`src/verilog/smp_consts.svh`:
```
`ifndef SMP_CONSTS_SVH
`define SMP_CONSTS_SVH

// ----------------------------------------------------------------
// Timing
// ----------------------------------------------------------------
`define SMP_CLK_HZ 10000000
`define SMP_T_POR_MS 10
`define SMP_T_PINRST_US 100
`define SMP_POR_CYCLES (`SMP_T_POR_MS * (`SMP_CLK_HZ / 1000))
`define SMP_PINRST_CYCLES (`SMP_T_PINRST_US * (`SMP_CLK_HZ / 1000000))

// ----------------------------------------------------------------
// Supply limits in millivolts
// ----------------------------------------------------------------
`define SMP_VDD_UV_MV 16'd4500
`define SMP_VDD_OV_MV 16'd5500
`define SMP_VIO3_UV_MV 16'd3000
`define SMP_VIO3_OV_MV 16'd3600
`define SMP_VIO5_UV_MV 16'd4500
`define SMP_VIO5_OV_MV 16'd5500
// Battery code carries three more fraction bits than a limit field.
`define SMP_VBAT_FRAC_BITS 3

// ----------------------------------------------------------------
// External supply diagnostic bits
// ----------------------------------------------------------------
`define SMP_EXT_VDD_UV 0
`define SMP_EXT_VDD_OV 1
`define SMP_EXT_VIO_UV 2
`define SMP_EXT_VIO_OV 3
`define SMP_EXT_VBAT_UV 4
`define SMP_EXT_VBAT_OV 5
`define SMP_EXT_POR_EVENT 6
`define SMP_EXT_PIN_EVENT 7
`define SMP_EXT_RESET 8'h80
`define SMP_EXT_SUM_MASK 8'h3f

// ----------------------------------------------------------------
// Internal supply diagnostic bits
// ----------------------------------------------------------------
`define SMP_INT_V2V5_UV 0
`define SMP_INT_V2V5_OV 1
`define SMP_INT_IREF_UV 2
`define SMP_INT_IREF_OV 3
`define SMP_INT_PREREG_OV 4
`define SMP_INT_REF_UV 5
`define SMP_INT_REF_OV 6
`define SMP_INT_RESET 7'h00
`define SMP_INT_SUM_MASK 7'h7f

`define SMP_CHAN_RESET 6'h00

`endif

```
`src/verilog/smp_pkg.sv`:
```
package smp_pkg;

  typedef logic [15:0] smp_vcode_t;
  typedef logic [10:0] smp_bcode_t;
  typedef logic [16:0] smp_count_t;

  typedef enum logic [1:0] {
    SMP_PIN_WAIT = 2'b00,
    SMP_POR_HOLD = 2'b01,
    SMP_SETUP = 2'b10,
    SMP_MISSION = 2'b11
  } smp_state_e;

  typedef struct packed {
    smp_state_e state;
    smp_count_t count;
    logic [5:0] enables;
    logic powerStageOff;
    logic forceSetup;
    logic logicReady;
    logic [31:0] ioCore;
    smp_bcode_t vbat;
  } smp_top_s;

  // Returns {over, under} for a code against a window.
  function automatic logic [1:0] smp_window(
    input logic [15:0] code,
    input logic [15:0] low,
    input logic [15:0] high
  );
    smp_window = {code > high, code < low};
  endfunction

endpackage

```
`src/verilog/smp_flag_bank.sv`:
```
`timescale 1ns/1ps
module smp_flag_bank #(
  parameter int WIDTH = 8,
  parameter logic [WIDTH-1:0] RESET_VALUE = '0,
  parameter logic [WIDTH-1:0] SUM_MASK = '1
) (
  input wire logic mclk,
  input wire logic nrst,
  input wire logic [WIDTH-1:0] setEvents,
  input wire logic clearWe,
  input wire logic [WIDTH-1:0] clearMask,
  output logic [WIDTH-1:0] flags,
  output logic anyFlag
);
  import smp_pkg::*;

  typedef struct packed {
    logic [WIDTH-1:0] flags;
    logic anyFlag;
  } smp_bank_s;

  smp_bank_s bank_reg;
  smp_bank_s bank_next;

  // ----------------------------------------------------------------
  // Sticky flags
  // ----------------------------------------------------------------
  // A set in the clearing cycle survives, so a fault that is still
  // present is never lost to a write that raced it.
  always_comb
  begin
    bank_next = bank_reg;
    bank_next.flags = (bank_reg.flags & ~(clearWe ? clearMask : '0)) | setEvents;
    bank_next.anyFlag = |(bank_next.flags & SUM_MASK);
  end

  always_ff @(posedge mclk or negedge nrst)
  begin
    if (!nrst)
    begin
      bank_reg.flags <= RESET_VALUE;
      bank_reg.anyFlag <= |(RESET_VALUE & SUM_MASK);
    end
    else
    begin
      bank_reg <= bank_next;
    end
  end

  assign flags = bank_reg.flags;
  assign anyFlag = bank_reg.anyFlag;

endmodule

```
`src/verilog/smp_supply_monitor.sv`:
```
`timescale 1ns/1ps
`include "smp_consts.svh"
module smp_supply_monitor #(
  parameter int unsigned POR_CYCLES = `SMP_POR_CYCLES
) (
  input wire logic mclk,
  input wire logic nrst,
  input wire logic measValid,
  input wire smp_pkg::smp_vcode_t vddCode,
  input wire smp_pkg::smp_vcode_t vioCode,
  input wire smp_pkg::smp_bcode_t vbatCode,
  input wire logic [6:0] internalDetect,
  input wire logic coreLogicSupplyLow,
  input wire logic [7:0] batteryLowLimit,
  input wire logic [7:0] batteryHighLimit,
  input wire logic ioSupplyLevelSelect,
  input wire logic monitorSelftestSwap,
  input wire logic coreRailHighResetTest,
  input wire logic coreRailLowResetTest,
  input wire logic missionRequest,
  input wire logic setupRequest,
  input wire logic channelEnableWe,
  input wire logic [5:0] channelEnableWdata,
  input wire logic extDiagClearWe,
  input wire logic [7:0] extDiagClearMask,
  input wire logic intDiagClearWe,
  input wire logic [6:0] intDiagClearMask,
  output logic [5:0] channelEnableBits,
  output logic [7:0] externalSupplyDiagRegister,
  output logic [6:0] internalSupplyDiagRegister,
  output logic externalSupplyFaultSummary,
  output logic internalSupplyFaultSummary,
  output logic [31:0] ioCoreVoltageReadback,
  output smp_pkg::smp_bcode_t batteryVoltageReadback,
  output logic powerStageOff,
  output logic forceSetup,
  output logic logicReady,
  output smp_pkg::smp_state_e deviceState
);
  import smp_pkg::*;

  smp_top_s top_reg;
  smp_top_s top_next;

  logic [1:0] vddHit;
  logic [1:0] vioHit;
  logic [1:0] vbatHit;
  logic [15:0] vioLow;
  logic [15:0] vioHigh;
  smp_bcode_t vbatLow;
  smp_bcode_t vbatHigh;
  logic [7:0] extLive;
  logic [6:0] intLive;
  logic [7:0] extSet;
  logic porCause;
  logic supplyOk;
  logic chanFault;
  logic setupFault;
  logic coreFault;
  logic ioFault;
  logic countDone;
  logic pinWaitDone;

  // ----------------------------------------------------------------
  // Helpers
  // ----------------------------------------------------------------
  // Each supply owns an adjacent pair of detector bits, under first.
  function automatic logic smp_pair_fault(
    input logic [7:0] live,
    input int unsigned lowBit
  );
    smp_pair_fault = live[lowBit] | live[lowBit + 1];
  endfunction

  // States in which the host may talk to the block.
  function automatic logic smp_host_state(
    input smp_state_e state
  );
    smp_host_state = state == SMP_SETUP || state == SMP_MISSION;
  endfunction

  // ----------------------------------------------------------------
  // Limit selection
  // ----------------------------------------------------------------
  always_comb
  begin
    // Only the I/O pair follows the level select; the core rail
    // always runs at 5 V, so its pair is fixed.
    if (ioSupplyLevelSelect)
    begin
      vioLow = `SMP_VIO5_UV_MV;
      vioHigh = `SMP_VIO5_OV_MV;
    end
    else
    begin
      vioLow = `SMP_VIO3_UV_MV;
      vioHigh = `SMP_VIO3_OV_MV;
    end
    // The limit field is scaled into the battery code's finer step.
    vbatLow = {batteryLowLimit, `SMP_VBAT_FRAC_BITS'(0)};
    vbatHigh = {batteryHighLimit, `SMP_VBAT_FRAC_BITS'(0)};
  end

  // ----------------------------------------------------------------
  // Detection
  // ----------------------------------------------------------------
  always_comb
  begin
    // Limits compare strictly, so a code equal to a limit is still good.
    vddHit = smp_window(vddCode, `SMP_VDD_UV_MV, `SMP_VDD_OV_MV);
    vioHit = smp_window(vioCode, vioLow, vioHigh);
    vbatHit = smp_window(
      {5'h00, vbatCode},
      {5'h00, vbatLow},
      {5'h00, vbatHigh}
    );
    extLive = 8'h00;
    extLive[`SMP_EXT_VDD_UV] = vddHit[0];
    extLive[`SMP_EXT_VDD_OV] = vddHit[1];
    extLive[`SMP_EXT_VIO_UV] = vioHit[0];
    extLive[`SMP_EXT_VIO_OV] = vioHit[1];
    extLive[`SMP_EXT_VBAT_UV] = vbatHit[0];
    extLive[`SMP_EXT_VBAT_OV] = vbatHit[1];
    intLive = internalDetect;
    // Self test forces every detector bit high past the comparators, which
    // proves each detector flag path (not the event bits 6 and 7) can report a fault.
    if (monitorSelftestSwap)
    begin
      extLive = extLive | `SMP_EXT_SUM_MASK;
      intLive = intLive | `SMP_INT_SUM_MASK;
    end
  end

  // ----------------------------------------------------------------
  // Fault consequences
  // ----------------------------------------------------------------
  always_comb
  begin
    // Battery faults never drop the stages or enables; they raise flags and hold off release from reset.
    coreFault = smp_pair_fault(extLive, `SMP_EXT_VDD_UV);
    ioFault = smp_pair_fault(extLive, `SMP_EXT_VIO_UV);
    chanFault = coreFault
      | ioFault
      | (|intLive);
    // The pre-regulator overvoltage drops the enables through chanFault
    // but leaves the state alone.
    setupFault = coreFault
      | ioFault
      | (|(intLive & ~(7'h01 << `SMP_INT_PREREG_OV)));
    supplyOk = ~(|(extLive & `SMP_EXT_SUM_MASK)) & ~(|intLive)
      & ~coreLogicSupplyLow;
    porCause = coreLogicSupplyLow | coreRailHighResetTest | coreRailLowResetTest;
    extSet = extLive & `SMP_EXT_SUM_MASK;
    extSet[`SMP_EXT_POR_EVENT] = porCause;
  end

  // ----------------------------------------------------------------
  // Sequencing
  // ----------------------------------------------------------------
  always_comb
  begin
    countDone = top_reg.count == 17'(POR_CYCLES - 1);
    pinWaitDone = top_reg.count == 17'(`SMP_PINRST_CYCLES - 1);
    top_next = top_reg;
    unique case (top_reg.state)
      SMP_PIN_WAIT:
      begin
        // The host sees logicReady low for the whole wait and must not
        // access the block before it ends.
        top_next.count = top_reg.count + 17'd1;
        if (pinWaitDone)
        begin
          top_next.count = 17'd0;
          top_next.state = supplyOk ? SMP_SETUP : SMP_POR_HOLD;
        end
      end
      SMP_POR_HOLD:
      begin
        // The delay restarts whenever any supply leaves its range.
        top_next.count = supplyOk ? top_reg.count + 17'd1 : 17'd0;
        if (supplyOk && countDone)
        begin
          top_next.count = 17'd0;
          top_next.state = SMP_SETUP;
        end
      end
      SMP_SETUP:
      begin
        // A request made during a setup-class fault is dropped, not
        // queued, so the host must ask again once the fault is gone.
        if (missionRequest && !setupFault)
        begin
          top_next.state = SMP_MISSION;
        end
      end
      SMP_MISSION:
      begin
        if (setupFault || setupRequest)
        begin
          top_next.state = SMP_SETUP;
        end
      end
    endcase
    // A reset cause overrides any transition above, so even a short
    // test pulse restarts the full hold time.
    if (porCause)
    begin
      top_next.state = SMP_POR_HOLD;
      top_next.count = 17'd0;
    end

    // ----------------------------------------------------------------
    // Channel enables and status
    // ----------------------------------------------------------------
    // Channel enables are accepted only when the next state is mission; in any other
    // cycle the write is dropped rather than held for later.
    if (channelEnableWe && top_next.state == SMP_MISSION)
    begin
      top_next.enables = channelEnableWdata;
    end
    if (top_next.state != SMP_MISSION)
    begin
      top_next.enables = `SMP_CHAN_RESET;
    end
    if (chanFault)
    begin
      top_next.enables = `SMP_CHAN_RESET;
    end

    top_next.powerStageOff = coreFault | (top_next.state != SMP_MISSION);
    top_next.forceSetup = setupFault;
    top_next.logicReady = smp_host_state(top_next.state);

    // Readbacks keep their last sample while no conversion is valid.
    if (measValid)
    begin
      top_next.ioCore = {vioCode, vddCode};
      top_next.vbat = vbatCode;
    end
  end

  // Pin reset returns every register to default and stages off.
  always_ff @(posedge mclk or negedge nrst)
  begin
    if (!nrst)
    begin
      top_reg.state <= SMP_PIN_WAIT;
      top_reg.count <= 17'd0;
      top_reg.enables <= `SMP_CHAN_RESET;
      top_reg.powerStageOff <= 1'b1;
      top_reg.forceSetup <= 1'b0;
      top_reg.logicReady <= 1'b0;
      top_reg.ioCore <= 32'h0000_0000;
      top_reg.vbat <= 11'h000;
    end
    else
    begin
      top_reg <= top_next;
    end
  end

  // ----------------------------------------------------------------
  // Diagnostic flag banks
  // ----------------------------------------------------------------
  smp_flag_bank #(
    .WIDTH(8),
    .RESET_VALUE(`SMP_EXT_RESET),
    .SUM_MASK(`SMP_EXT_SUM_MASK)
  ) u_ext_flags (
    .mclk(mclk),
    .nrst(nrst),
    .setEvents(extSet),
    .clearWe(extDiagClearWe),
    .clearMask(extDiagClearMask),
    .flags(externalSupplyDiagRegister),
    .anyFlag(externalSupplyFaultSummary)
  );

  smp_flag_bank #(
    .WIDTH(7),
    .RESET_VALUE(`SMP_INT_RESET),
    .SUM_MASK(`SMP_INT_SUM_MASK)
  ) u_int_flags (
    .mclk(mclk),
    .nrst(nrst),
    .setEvents(intLive),
    .clearWe(intDiagClearWe),
    .clearMask(intDiagClearMask),
    .flags(internalSupplyDiagRegister),
    .anyFlag(internalSupplyFaultSummary)
  );

  // ----------------------------------------------------------------
  // Outputs
  // ----------------------------------------------------------------
  // Every output is a flop, so nothing combinational reaches a pin.
  assign channelEnableBits = top_reg.enables;
  assign ioCoreVoltageReadback = top_reg.ioCore;
  assign batteryVoltageReadback = top_reg.vbat;
  assign powerStageOff = top_reg.powerStageOff;
  assign forceSetup = top_reg.forceSetup;
  assign logicReady = top_reg.logicReady;
  assign deviceState = top_reg.state;

endmodule

```
`config.mk`:
```
export PLATFORM = sky130hd
export DESIGN_NAME = smp_supply_monitor
export DESIGN_NICKNAME = d
export VERILOG_FILES = /design/src/verilog/smp_pkg.sv /design/src/verilog/smp_flag_bank.sv /design/src/verilog/smp_supply_monitor.sv
export VERILOG_INCLUDE_DIRS = /design/src /design/src/verilog
export SDC_FILE = /design/constraint.sdc
export NUM_CORES = 1
export LEC_CHECK = 0
export BUFFER_PORTS_ARGS = -buffer_cell sky130_fd_sc_hd__buf_2
export CAP_MARGIN = 25
export CORE_UTILIZATION = 55
export CTS_CLUSTER_SIZE = 24
export DETAILED_ROUTE_END_ITERATION = 8
export PLACE_DENSITY = 0.92
export RECOVER_POWER = 100
export SYNTH_ARGS = -nofsm -noshare
export SYNTH_HDL_FRONTEND = slang
export SYNTH_SLANG_ARGS = --single-unit
```
`constraint.sdc`:
```
create_clock -name mclk -period 5.75 [get_ports mclk]
set_input_delay 1.15 -clock mclk [delete_from_list [all_inputs] [get_ports mclk]]
set_output_delay 1.15 -clock mclk [all_outputs]
set_load 0.05 [all_outputs]
```
* Word level (Yosys, flattened, before mapping) *
Index checks and enable logic that the tools add are counted.

cells by class
  add/sub/neg operators = 1
  $lt $le $gt $ge = 6
  equality and inequality tests = 8
  muxes and demuxes = 18
  bitwise operators = 19
  reductions and logical operators = 14

operator list
  operator                                                                        number
  19-bit two-way mux                                                              3
  17-bit one-hot mux with 2 select lines                                          1
  13-bit two-way mux                                                              2
  6-bit two-way mux                                                               4
  6-bit OR reduction                                                              3
  17-bit by 1-bit adder with 17-bit output, second input constant                 1
  17-bit by 10-bit equality test with 1-bit output, second input constant         1
  17-bit equality test, second input constant                                     1
  17-bit two-way mux                                                              1
  16-bit by 13-bit > comparator with 1-bit output, second input constant          1
  16-bit > comparator                                                             1
  16-bit by 13-bit less-than comparator with 1-bit output, second input constant  1
  16-bit less-than comparator                                                     1
  7-bit two-way mux                                                               2
  7-bit OR reduction                                                              2
  11-bit > comparator                                                             1
  11-bit less-than comparator                                                     1
  8-bit AND                                                                       1
  2-bit equality test, second input constant                                      4
  8-bit two-way mux                                                               1
  8-bit NOT                                                                       1
  1-bit OR                                                                        8
  8-bit by 7-bit OR with 8-bit output                                             1
  2-bit one-hot mux with 4 select lines                                           1
  other kinds (13)                                                                22

word-level totals
  register bits after elaboration = 88
  input bits = 100

* Longest topological paths before layout *
Gate-level depths: netlist (run 1).

  word-level depth = 16
  mapped depth = 12
  depth with buffers taken out = 10

* By module *
From an unflattened synthesis (run 1), not the netlist that was laid out.

unflattened totals
  cell total of the unflattened synthesis = 526
  area, all modules = 5296.3 µm²

by module, submodules not included
  module                        instances  cells an instance  area an instance (µm²)  sequential area each (µm²)
  smp_supply_monitor            1          472                4615.7                  1778.0
  smp_flag_bank at u_ext_flags  1          28                 354.1                   226.5
  smp_flag_bank at u_int_flags  1          26                 326.6                   200.2

* Worst setup path after synthesis (run 1) *
No wires, ideal clock.

  kind = in2reg
  start point = input ioSupplyLevelSelect
  end point = register top_reg[54] (netlist bit)
  library setup time = 0.066 ns
  arrival time = 3.196 ns
  required time = 5.684 ns
  setup slack = 2.488 ns
  stages = 11
  buffers on the path = 1
  cells stage by stage = inv_1 > ha_1 > o21bai_1 > a311oi_1 > o311a_1 > nor3_1 > nand3_4 > o31ai_4 > buf_6 > a21o_1 > o31a_1

between the ends
  cells in the longest elaborated chain, start to end = 11
  elaborated cells on any way between the ends = 14

ends and longest elaborated chain
  element                                                             line                                                  text
  from (decl)                                                         smp_supply_monitor.sv:16                              input wire logic ioSupplyLevelSelect,
  13-bit two-way mux                                                  smp_supply_monitor.sv:89                              if (ioSupplyLevelSelect)
  16-bit less-than comparator or 16-bit > comparator (tied branches)  smp_pkg.sv:31                                         smp_window = {code > high, code < low};
  6-bit two-way mux *                                                 smp_supply_monitor.sv:127                             if (monitorSelftestSwap)
  6-bit OR reduction *                                                smp_supply_monitor.sv:150                             supplyOk = ~(|(extLive & `SMP_EXT_SUM_MASK)) & ~(|intLive)
  1-bit NOT *                                                         smp_supply_monitor.sv:150
  1-bit AND * (2 in a row)                                            smp_supply_monitor.sv:150
  17-bit two-way mux or 1-bit logical AND (tied branches)             smp_supply_monitor.sv:180, smp_supply_monitor.sv:181
  19-bit two-way mux *                                                smp_supply_monitor.sv:181                             if (supplyOk && countDone)
  17-bit one-hot mux with 2 select lines *                            smp_supply_monitor.sv:165                             unique case (top_reg.state)
  19-bit two-way mux *                                                smp_supply_monitor.sv:206                             if (porCause)
  to (signal assigned)                                                smp_supply_monitor.sv:258                             top_reg <= top_next;
  to (decl)                                                           smp_supply_monitor.sv:42                              smp_top_s top_reg;

Every way passes the cells marked *; elsewhere a longest branch is shown, timed or not.
A chain may end at the register's enable or synchronous reset.

* Final worst setup path (run 1) *
  start point = input ioSupplyLevelSelect
  end point = register top_reg[67] (netlist bit)

Same word-level chain as after synthesis.

==> results of run 1 <==
==> logic make-up (layout without fill, tap and decap cells) <==
kind of cell / count (synthesis) / after routing / share of synthesized area (%)
AOI/OAI and AO/OA: 91 / 91 / 12.94
and+or+nand+nor: 146 / 146 / 15.17
adders and majority gates: 26 / 26 / 6.394
buffers and inverters: 91 / 212 / 10.80
xor gates and xnor gates: 3 / 3 / 0.5166
muxes: 49 / 49 / 10.85
DFF: 88 / 88 / 43.33
==> worst paths after layout <==
check,cells past startpoint,end,slack [ns]
max,11,top_reg[67],1.43
min,1,u_ext_flags.flags[7],0.49
max reg2reg,8,top_reg[67],3.23
min reg2reg,1,u_ext_flags.flags[7],0.49
max in group asynchronous,2,u_ext_flags.flags[2],3.51
min in group asynchronous,1,channelEnableBits[4],1.23
==> cell usage after synthesis (2+ instances only) <==
library cell	number	share of area (%)
o22ai_1	3	0.37
dfrtp_1	86	42
nand3_1	9	0.89
a31oi_1	2	0.25
nand2_1	53	3.9
xor2_1	2	0.34
mux2_2	49	11
dfstp_2	2	1.0
nor4_1	13	1.6
nand4_1	4	0.49
nor3_2	2	0.39
a21o_2	2	0.34
o211ai_1	2	0.30
and4b_1	2	0.39
nand4b_1	4	0.69
o2bb2ai_1	6	1.0
nor2b_1	4	0.49
a21oi_1	23	2.3
buf_6	2	0.44
a211oi_1	2	0.30
a211o_1	10	1.7
o31a_1	2	0.34
inv_1	25	1.8
or4_1	3	0.44
o21ai_0	11	1.1
clkbuf_1	11	0.81
ha_1	26	6.4
or3_1	3	0.37
a21boi_0	3	0.44
and4_1	3	0.52
or2_2	3	0.37
buf_4	51	7.5
o21a_1	2	0.30
a21o_1	3	0.44
nor3_1	7	0.69
and3_1	5	0.61
a22o_1	8	1.4
o21ai_1	2	0.20
nor2_1	23	1.7
==> layer usage <==
layer  vias up  part of all wire (%)
met5         -                     0
met4         0                   3.3
met2       208                    50
met3        37                   7.6
met1      2008                    39
li1       1954                     -
==> area by class of cell <==
class / count / area, um^2
well taps: 108 / 135.1
multi-input cells: 315 / 2285
fillers: 747 / 3171
flip-flops and latches: 88 / 2205
inverters: 25 / 93.84
clock buffers: 10 / 127.6
clock inverters: 6 / 53.80
repair buffers: 171 / 778.2
==> power breakdown <==
group	internal, uW	switching [uW]	total [uW]
sequential	652	18.6	671
clock	164	236	400
combinational	94.0	219	313
total	910	474	1380
==> critical path: stages <==
cell and delay (ns):
clkbuf_1 0.22, inv_1 0.17, ha_1 0.33, o21bai_1 0.15
a311oi_1 0.12, o311a_1 0.33, nor3_1 0.22, nand3_1 0.49
nor3_1 0.96, a21oi_1 0.21, o21ai_0 0.24
==> stage by stage <==
stage               instances  worst slack [ns]  power (uW)  area, um^2
CTS                       723             2.112        1406        5829
finish                    723             1.426        1385        5678
global route              723             1.161        1443        5678
floorplan                 494             2.488       933.9        5087
global placement          706             1.920       990.4        5620
detailed placement        707             1.798        1007        5648
==> results.json, run 1 <==
{
  "finalHoldViolCount": 0,
  "synth_seq_cells": 88,
  "yosysUniqueCellTypes": 60,
  "routed_wl_mm": 12.03,
  "gr-total-overflow": 0,
  "r2r-start": "top_reg[52]",
  "worstPathArrival_ns": 4.59,
  "synth_cells": 494,
  "synth_edf_count": 0,
  "areaGrowthSynthToFinish_pct": 11.61,
  "start_util_pct": 57.49,
  "clk_pin_slew_ns": 0.09,
  "grt_pass1_wl_mm": 19.85,
  "hpwl_mm": 9.399,
  "clock_path_buffers": 2,
  "cts_tree": "done",
  "largest_reg_flops": 32,
  "rows": 34,
  "first_iter_violations": 249,
  "fmaxAchievable_mhz": 231.3,
  "fin_setup_tns_ns": 0,
  "use_met1_pct": 30.54,
  "cts_setup_buffers": 0,
  "cts.sinks": 88,
  "drtPass1Iterations": 9,
  "worstMarginPinSlew_ns": 2.300,
  "final_common_cell": "buf_2",
  "worstPathMaxFanout": 14,
  "syn_nets": 620,
  "start_kind": "input pin",
  "routabilityCongestion": 0.8879,
  "fin_nets": 736,
  "violations": "DRC, capacitance limit, slew limit",
  "end_kind": "flop",
  "cts_hold_buf": 0,
  "fin_crit_ns": 4.324,
  "io_buffers": 170,
  "peakVddDrop_mv": 0.1695,
  "mostFrequentLayoutCells": "buf_2 (90), dfrtp_1 (86), clkbuf_1 (81)",
  "grtUsageMet2_pct": 44.69,
  "yosysSeqAreaShare_pct": 43.33,
  "yosys_warnings": 0,
  "rsz0062_at_grt": "false",
  "slew_headroom_pct": -53.31,
  "grt_most_used_layer": "met2",
  "crit_type": "in -> reg",
  "fp.dieArea_mm2": 0.009638,
  "crit_start": "ioSupplyLevelSelect",
  "ant_nets": 0,
  "p_leak_uw": 0.002557,
  "gr-usage-all-layers_pct": 25.80,
  "grt_max_degree": 59,
  "status": "finished, violations left",
  "ys.flop_type": "dfrtp_1",
  "ios": 171,
  "die_y_um": 98.18,
  "post_drt_via_cell_ratio": 5.819,
  "min_from": "u_ext_flags.flags[7]",
  "power_density_mw_per_mm2": 243.9,
  "cts_resized": 0,
  "async_flop_share_pct": 100.0,
  "drv_slew": 75,
  "groute.layer.met3.usage_pct": 6.013,
  "drc": 7,
  "clkLatencyLatePin_ns": 0.36,
  "dieWidth_um": 98.18,
  "holdWs_ns": 0.4868,
  "wl_per_cell_um": 16.64,
  "vias": 4207,
  "grt_pass1_vias": 4271,
  "cts_root_buf": "clkbuf_8",
  "layout-drive-gt1-share_pct": 26.99,
  "cap_viol_max_count": 2,
  "avgSynthCellArea_um2": 10.30,
  "htreeDepth": 3,
  "finClkSkew_ns": 0.01186,
  "synth_area_mm2": 0.005087,
  "numCtsBuffers": 9,
  "final_util_pct": 64.17,
  "min_path_type": "reg -> reg",
  "antenna_found_initial": 0,
  "num_antenna_cells": 0,
  "fin_crit_sh_pct": 75.20,
  "core_area_mm2": 0.008848,
  "crit_required_ns": 6.01,
  "setup_viol": 0
}
Note: power is estimated with default switching activity, not from simulation.
==> inputs of run 2 (changes only) <==
--- a/config.mk
+++ b/config.mk
@@ -8,10 +8,10 @@
 export LEC_CHECK = 0
 export BUFFER_PORTS_ARGS = -buffer_cell sky130_fd_sc_hd__buf_2
 export CAP_MARGIN = 25
-export CORE_UTILIZATION = 55
+export CORE_UTILIZATION = 51
 export CTS_CLUSTER_SIZE = 24
 export DETAILED_ROUTE_END_ITERATION = 8
-export PLACE_DENSITY = 0.92
+export PLACE_DENSITY = 0.87
 export RECOVER_POWER = 100
 export SYNTH_ARGS = -nofsm -noshare
 export SYNTH_HDL_FRONTEND = slang
==> constraint.sdc (replaced) <==
create_clock -name mclk -period 4.05 [get_ports mclk]
set_input_delay 0.81 -clock mclk [delete_from_list [all_inputs] [get_ports mclk]]
set_output_delay 0.81 -clock mclk [all_outputs]
set_load 0.05 [all_outputs]
==> run 2 against run 1 <==
  * The run ends with capacitance limit, slew limit left
  * Utilization is 5.2 points lower
  * Via count fell by 1.4%
  * Clock power increased by 68%
  * Global-route usage down 1.2 points
  * Non-clock buffer count did not move
  * Die area up 7.7%
  * Critical path depth did not move
  * First-iteration DRC count decreased by 32%
  * Final cell count up 3.5%
==> results.json, run 2 (synthesis results as in run 1) <==
{
  "cts_root_buf": "clkbuf_8",
  "crit_required_ns": 4.35,
  "mostFrequentLayoutCells": "buf_2 (90), dfrtp_1 (86), clkbuf_1 (82)",
  "post_drt_via_cell_ratio": 5.544,
  "wl_per_cell_um": 16.20,
  "clock_path_buffers": 2,
  "drv_slew": 113,
  "vias": 4147,
  "fin_crit_sh_pct": 83.18,
  "layout-drive-gt1-share_pct": 26.99,
  "p_leak_uw": 0.002564,
  "fin_setup_tns_ns": 0,
  "clkLatencyLatePin_ns": 0.37,
  "cts_hold_buf": 0,
  "first_iter_violations": 169,
  "fin_crit_ns": 3.369,
  "setup_viol": 0,
  "htreeDepth": 3,
  "gr-usage-all-layers_pct": 24.62,
  "dieWidth_um": 101.9,
  "drc": 0,
  "power_density_mw_per_mm2": 359.8,
  "cts_tree": "done",
  "start_util_pct": 52.29,
  "worstPathMaxFanout": 14,
  "fp.dieArea_mm2": 0.01038,
  "gr-total-overflow": 0,
  "cts_setup_buffers": 0,
  "core_area_mm2": 0.009729,
  "grt_pass1_wl_mm": 19.41,
  "drtPass1Iterations": 4,
  "numCtsBuffers": 9,
  "finClkSkew_ns": 0.01137,
  "hpwl_mm": 9.373,
  "ios": 171,
  "routabilityCongestion": 0.9039,
  "rsz0062_at_grt": "false",
  "dp_slack_ns": 0.4155,
  "fmaxAchievable_mhz": 296.9,
  "rows": 36,
  "ant_nets": 0,
  "min_path_type": "reg -> reg",
  "largest_reg_flops": 32,
  "cap_viol_max_count": 2,
  "fin_ws_ns": 0.6814,
  "io_buffers": 170,
  "cts.sinks": 88,
  "final_util_pct": 58.95,
  "peakVddDrop_mv": 0.3092,
  "status": "finished, violations left",
  "worstMarginPinSlew_ns": 2.246,
  "cts_resized": 0,
  "finalHoldViolCount": 0,
  "clk_pin_slew_ns": 0.09,
  "final_common_cell": "buf_2",
  "slew_headroom_pct": -49.75,
  "grt_max_degree": 69,
  "crit_type": "in -> reg",
  "end_kind": "flop",
  "start_kind": "input pin",
  "fin_nets": 736,
  "worstPathArrival_ns": 3.67,
  "violations": "capacitance limit, slew limit",
  "routed_wl_mm": 12.12,
  "die_y_um": 101.9,
  "antenna_found_initial": 0,
  "grt_pass1_vias": 4110,
  "areaGrowthSynthToFinish_pct": 12.74,
  "num_antenna_cells": 0
}
## run 2: worst max-delay path, cell delays in order
cell      delay (ns)
clkbuf_1        0.20
inv_1           0.16
ha_1            0.33
o21bai_1        0.16
a311oi_1        0.10
o311a_1         0.32
nor3_1          0.32
nand3_4         0.23
o31ai_4         0.64
nor3b_1         0.28
a21o_1          0.10
## run 2: through the flow
step | hold slack, ns | instances | power [uW] | cell area [um^2]
floorplan | 0.4820 | 494 | 1326 | 5087
global placement | 0.4547 | 732 | 1412 | 5659
detailed placement | 0.4712 | 732 | 1427 | 5659
CTS | 0.4916 | 748 | 2088 | 5872
global route | 0.5135 | 748 | 2145 | 5736
finish | 0.4920 | 748 | 2064 | 5736
## run 2: worst paths after layout
kind                                 startpoint                    to  slack, ns  cells after the start
max reg2reg                         top_reg[52]           top_reg[64]       1.53                      9
max                         ioSupplyLevelSelect           top_reg[64]       0.68                     11
min reg2reg                u_ext_flags.flags[6]  u_ext_flags.flags[6]       0.49                      2
max in group asynchronous                  nrst  u_ext_flags.flags[5]       1.41                      2
min                        u_ext_flags.flags[6]  u_ext_flags.flags[6]       0.49                      2
min in group asynchronous                  nrst  u_ext_flags.flags[6]       0.88                      1
## run 2: routing by layer
metal	part of all wire, %	vias to the layer above	track usage (%)	routed length, um
li1	-	1946	-	-
met1	42	2011	29.22	5063
met2	49	157	41.79	5969
met3	5.8	33	6.019	705
met4	3.1	0	12.53	379
met5	0	-	0	0
## run 2: where the power goes
part | switching, uW | internal (uW) | leakage (uW)
registers | 25.8 | 926 | 0.00104
logic | 312 | 130 | 0.00142
clock network | 322 | 348 | 0.000104
## run 2: layout make-up
cell class / instances / area, um^2
clock buffers: 11 / 131.4
clock inverters: 5 / 81.33
fillers: 885 / 3994
inverters: 25 / 93.84
multi-input cells: 315 / 2302
flip-flops and latches: 88 / 2205
well taps: 133 / 166.4
repair buffers: 171 / 755.7
==> inputs of run 3 (changes only) <==
--- a/config.mk
+++ b/config.mk
@@ -8,10 +8,10 @@
 export LEC_CHECK = 0
 export BUFFER_PORTS_ARGS = -buffer_cell sky130_fd_sc_hd__buf_2
 export CAP_MARGIN = 25
-export CORE_UTILIZATION = 51
+export CORE_UTILIZATION = 46
 export CTS_CLUSTER_SIZE = 24
 export DETAILED_ROUTE_END_ITERATION = 8
-export PLACE_DENSITY = 0.87
+export PLACE_DENSITY = 0.83
 export RECOVER_POWER = 100
 export SYNTH_ARGS = -nofsm -noshare
 export SYNTH_HDL_FRONTEND = slang
==> constraint.sdc (replaced) <==
create_clock -name mclk -period 2.75 [get_ports mclk]
set_input_delay 0.55 -clock mclk [delete_from_list [all_inputs] [get_ports mclk]]
set_output_delay 0.55 -clock mclk [all_outputs]
set_load 0.05 [all_outputs]
==> run 3 against run 2 <==
  * The flow still finishes with violations (capacitance limit, slew limit)
  * Sequential share of layout area is 1.3 points lower
  * Register-to-register slack worse by 1.1 ns
  * Largest cell class unchanged
  * Clock skew is 0.0054 ns lower
  * Worst setup slack worse by 0.53 ns
  * Wire length is 3.2% higher
==> results.json, run 3 (synthesis results as in run 1) <==
{
  "worstPathMaxFanout": 7,
  "status": "finished, violations left",
  "rows": 38,
  "first_iter_violations": 271,
  "final_common_cell": "buf_2",
  "grt_max_degree": 44,
  "power_density_mw_per_mm2": 496.7,
  "routabilityCongestion": 0.8273,
  "ios": 171,
  "grt_pass1_vias": 4456,
  "finClkSkew_ns": 0.006013,
  "die_y_um": 107.2,
  "cts_hold_buf": 0,
  "p_leak_uw": 0.002685,
  "placed_area_mm2": 0.005861,
  "drtPass1Iterations": 5,
  "end_kind": "flop",
  "final_util_pct": 55.07,
  "clk_pin_slew_ns": 0.09,
  "mostFrequentLayoutCells": "buf_2 (95), dfrtp_1 (86), clkbuf_1 (78)",
  "worstPathArrival_ns": 2.89,
  "regArea_mm2": 0.002205,
  "crit_required_ns": 3.05,
  "p_int_uw": 1962,
  "crit_type": "in -> reg",
  "hpwl_mm": 9.742,
  "antenna_found_initial": 0,
  "start_util_pct": 47.14,
  "r2r_slack_ns": 0.40,
  "place_inst": 763,
  "wl_per_cell_um": 16.06,
  "clock_path_buffers": 2,
  "io_buffers": 170,
  "post_drt_via_cell_ratio": 5.475,
  "cts_resized": 0,
  "p_clk_share_pct": 29.7,
  "cap_viol_max_count": 1,
  "fin_nets": 760,
  "vias": 4265,
  "htreeDepth": 3,
  "p_sw_share_pct": 33.55,
  "power.switching_uw": 990.5,
  "dp_slack_ns": -0.2318,
  "holdWs_ns": 0.3501,
  "slew_headroom_pct": -49.24,
  "fmaxAchievable_mhz": 385.5,
  "dieWidth_um": 107.2,
  "stdcell_count": 779,
  "fp.dieArea_mm2": 0.01148,
  "peakVddDrop_mv": 0.3684,
  "setup_viol": 0,
  "gr-usage-all-layers_pct": 22.44,
  "cts.sinks": 88,
  "drc": 0,
  "final_area_mm2": 0.005943,
  "worstMarginPinSlew_ns": 2.239,
  "fin_crit_sh_pct": 94.32,
  "clkLatencyLatePin_ns": 0.36,
  "cts_root_buf": "clkbuf_8",
  "rsz0062_at_grt": "false",
  "layout-drive-gt1-share_pct": 31.14,
  "num_antenna_cells": 0,
  "start_kind": "input pin",
  "areaGrowthSynthToFinish_pct": 16.82,
  "finalHoldViolCount": 0,
  "ant_nets": 0,
  "pwr-share-comb_pct": 22.8,
  "seq_power_share_pct": 47.5,
  "routed_wl_mm": 12.51,
  "cts_setup_buffers": 0,
  "min_path_type": "in -> reg",
  "fin_ws_ns": 0.1562,
  "grt_pass1_wl_mm": 20.34,
  "core_area_mm2": 0.01079,
  "fin_crit_ns": 2.594,
  "fillers": 937,
  "violations": "capacitance limit, slew limit",
  "numCtsBuffers": 9,
  "gr-total-overflow": 0,
  "largest_reg_flops": 32,
  "drv_slew": 39,
  "cts_tree": "done",
  "multiInputGateArea_mm2": 0.002331
}
==> run 3: cell count changes in the layout (fill, tap and decap cells not counted), sizes merged <==
cell	before	now
buf	90	114
bufinv	2	0
clkbuf	92	93
clkinv	2	1
inv	25	27
==> run 3: final cells by class <==
| class | count | share of cell area [%] |
|---|---|---|
| inverters | 25 | 1.579 |
| multi-input cells | 315 | 39.22 |
| repair buffers | 195 | 15.94 |
| flip-flops and latches | 88 | 37.09 |
| clock inverters | 4 | 0.6105 |
| well taps | 140 | 2.947 |
| clock buffers | 12 | 2.611 |
==> run 3: stage by stage <==
stage	total power [uW]	setup TNS [ns]
CTS	2995	0
floorplan	1953	0
global placement	2099	-1.487
finish	2952	0
detailed placement	2124	-3.959
global route	3072	0
==> run 3: worst paths after layout <==
path                                       from                   endpoint  depth (start not counted)
hold / removal              extDiagClearMask[7]       u_ext_flags.flags[7]                          2
max in group asynchronous                  nrst       u_ext_flags.flags[7]                          2
hold reg to reg            u_ext_flags.flags[6]       u_ext_flags.flags[6]                          2
setup / recovery            ioSupplyLevelSelect                top_reg[58]                         12
min in group asynchronous                  nrst  batteryVoltageReadback[7]                          1
setup reg to reg                    top_reg[52]                top_reg[68]                          9
==> run 3: routing by layer <==
metal  track usage (%)  routed length [um]  share of wire [%]  up-vias
met3             5.775                 780                6.2       30
met5                 0                   0                  0        -
met4             10.27                 366                2.9        0
met1             25.42                4946                 40     2061
met2             39.49                6413                 51      174
li1                  -                   -                  -     2000
==> run 3: worst max-delay path, stage by stage <==
cell and delay, ns:
buf_2 0.10, inv_2 0.06, ha_1 0.31, o21bai_1 0.17
a311oi_1 0.12, o311a_1 0.35, nor3_1 0.21, buf_4 0.15
nand3_4 0.11, o31ai_4 0.42, buf_4 0.22, a22o_1 0.13
==> run 3: power groups by stage <==
stage / registers, uW / logic (uW) / clock network (uW)
6_report: 1400 / 673 / 877
5_1_grt: 1410 / 719 / 942
4_1_cts: 1400 / 702 / 892
3_5_place_dp: 1430 / 699 / 0
3_3_place_gp: 1420 / 678 / 0
2_1_floorplan: 1440 / 510 / 0
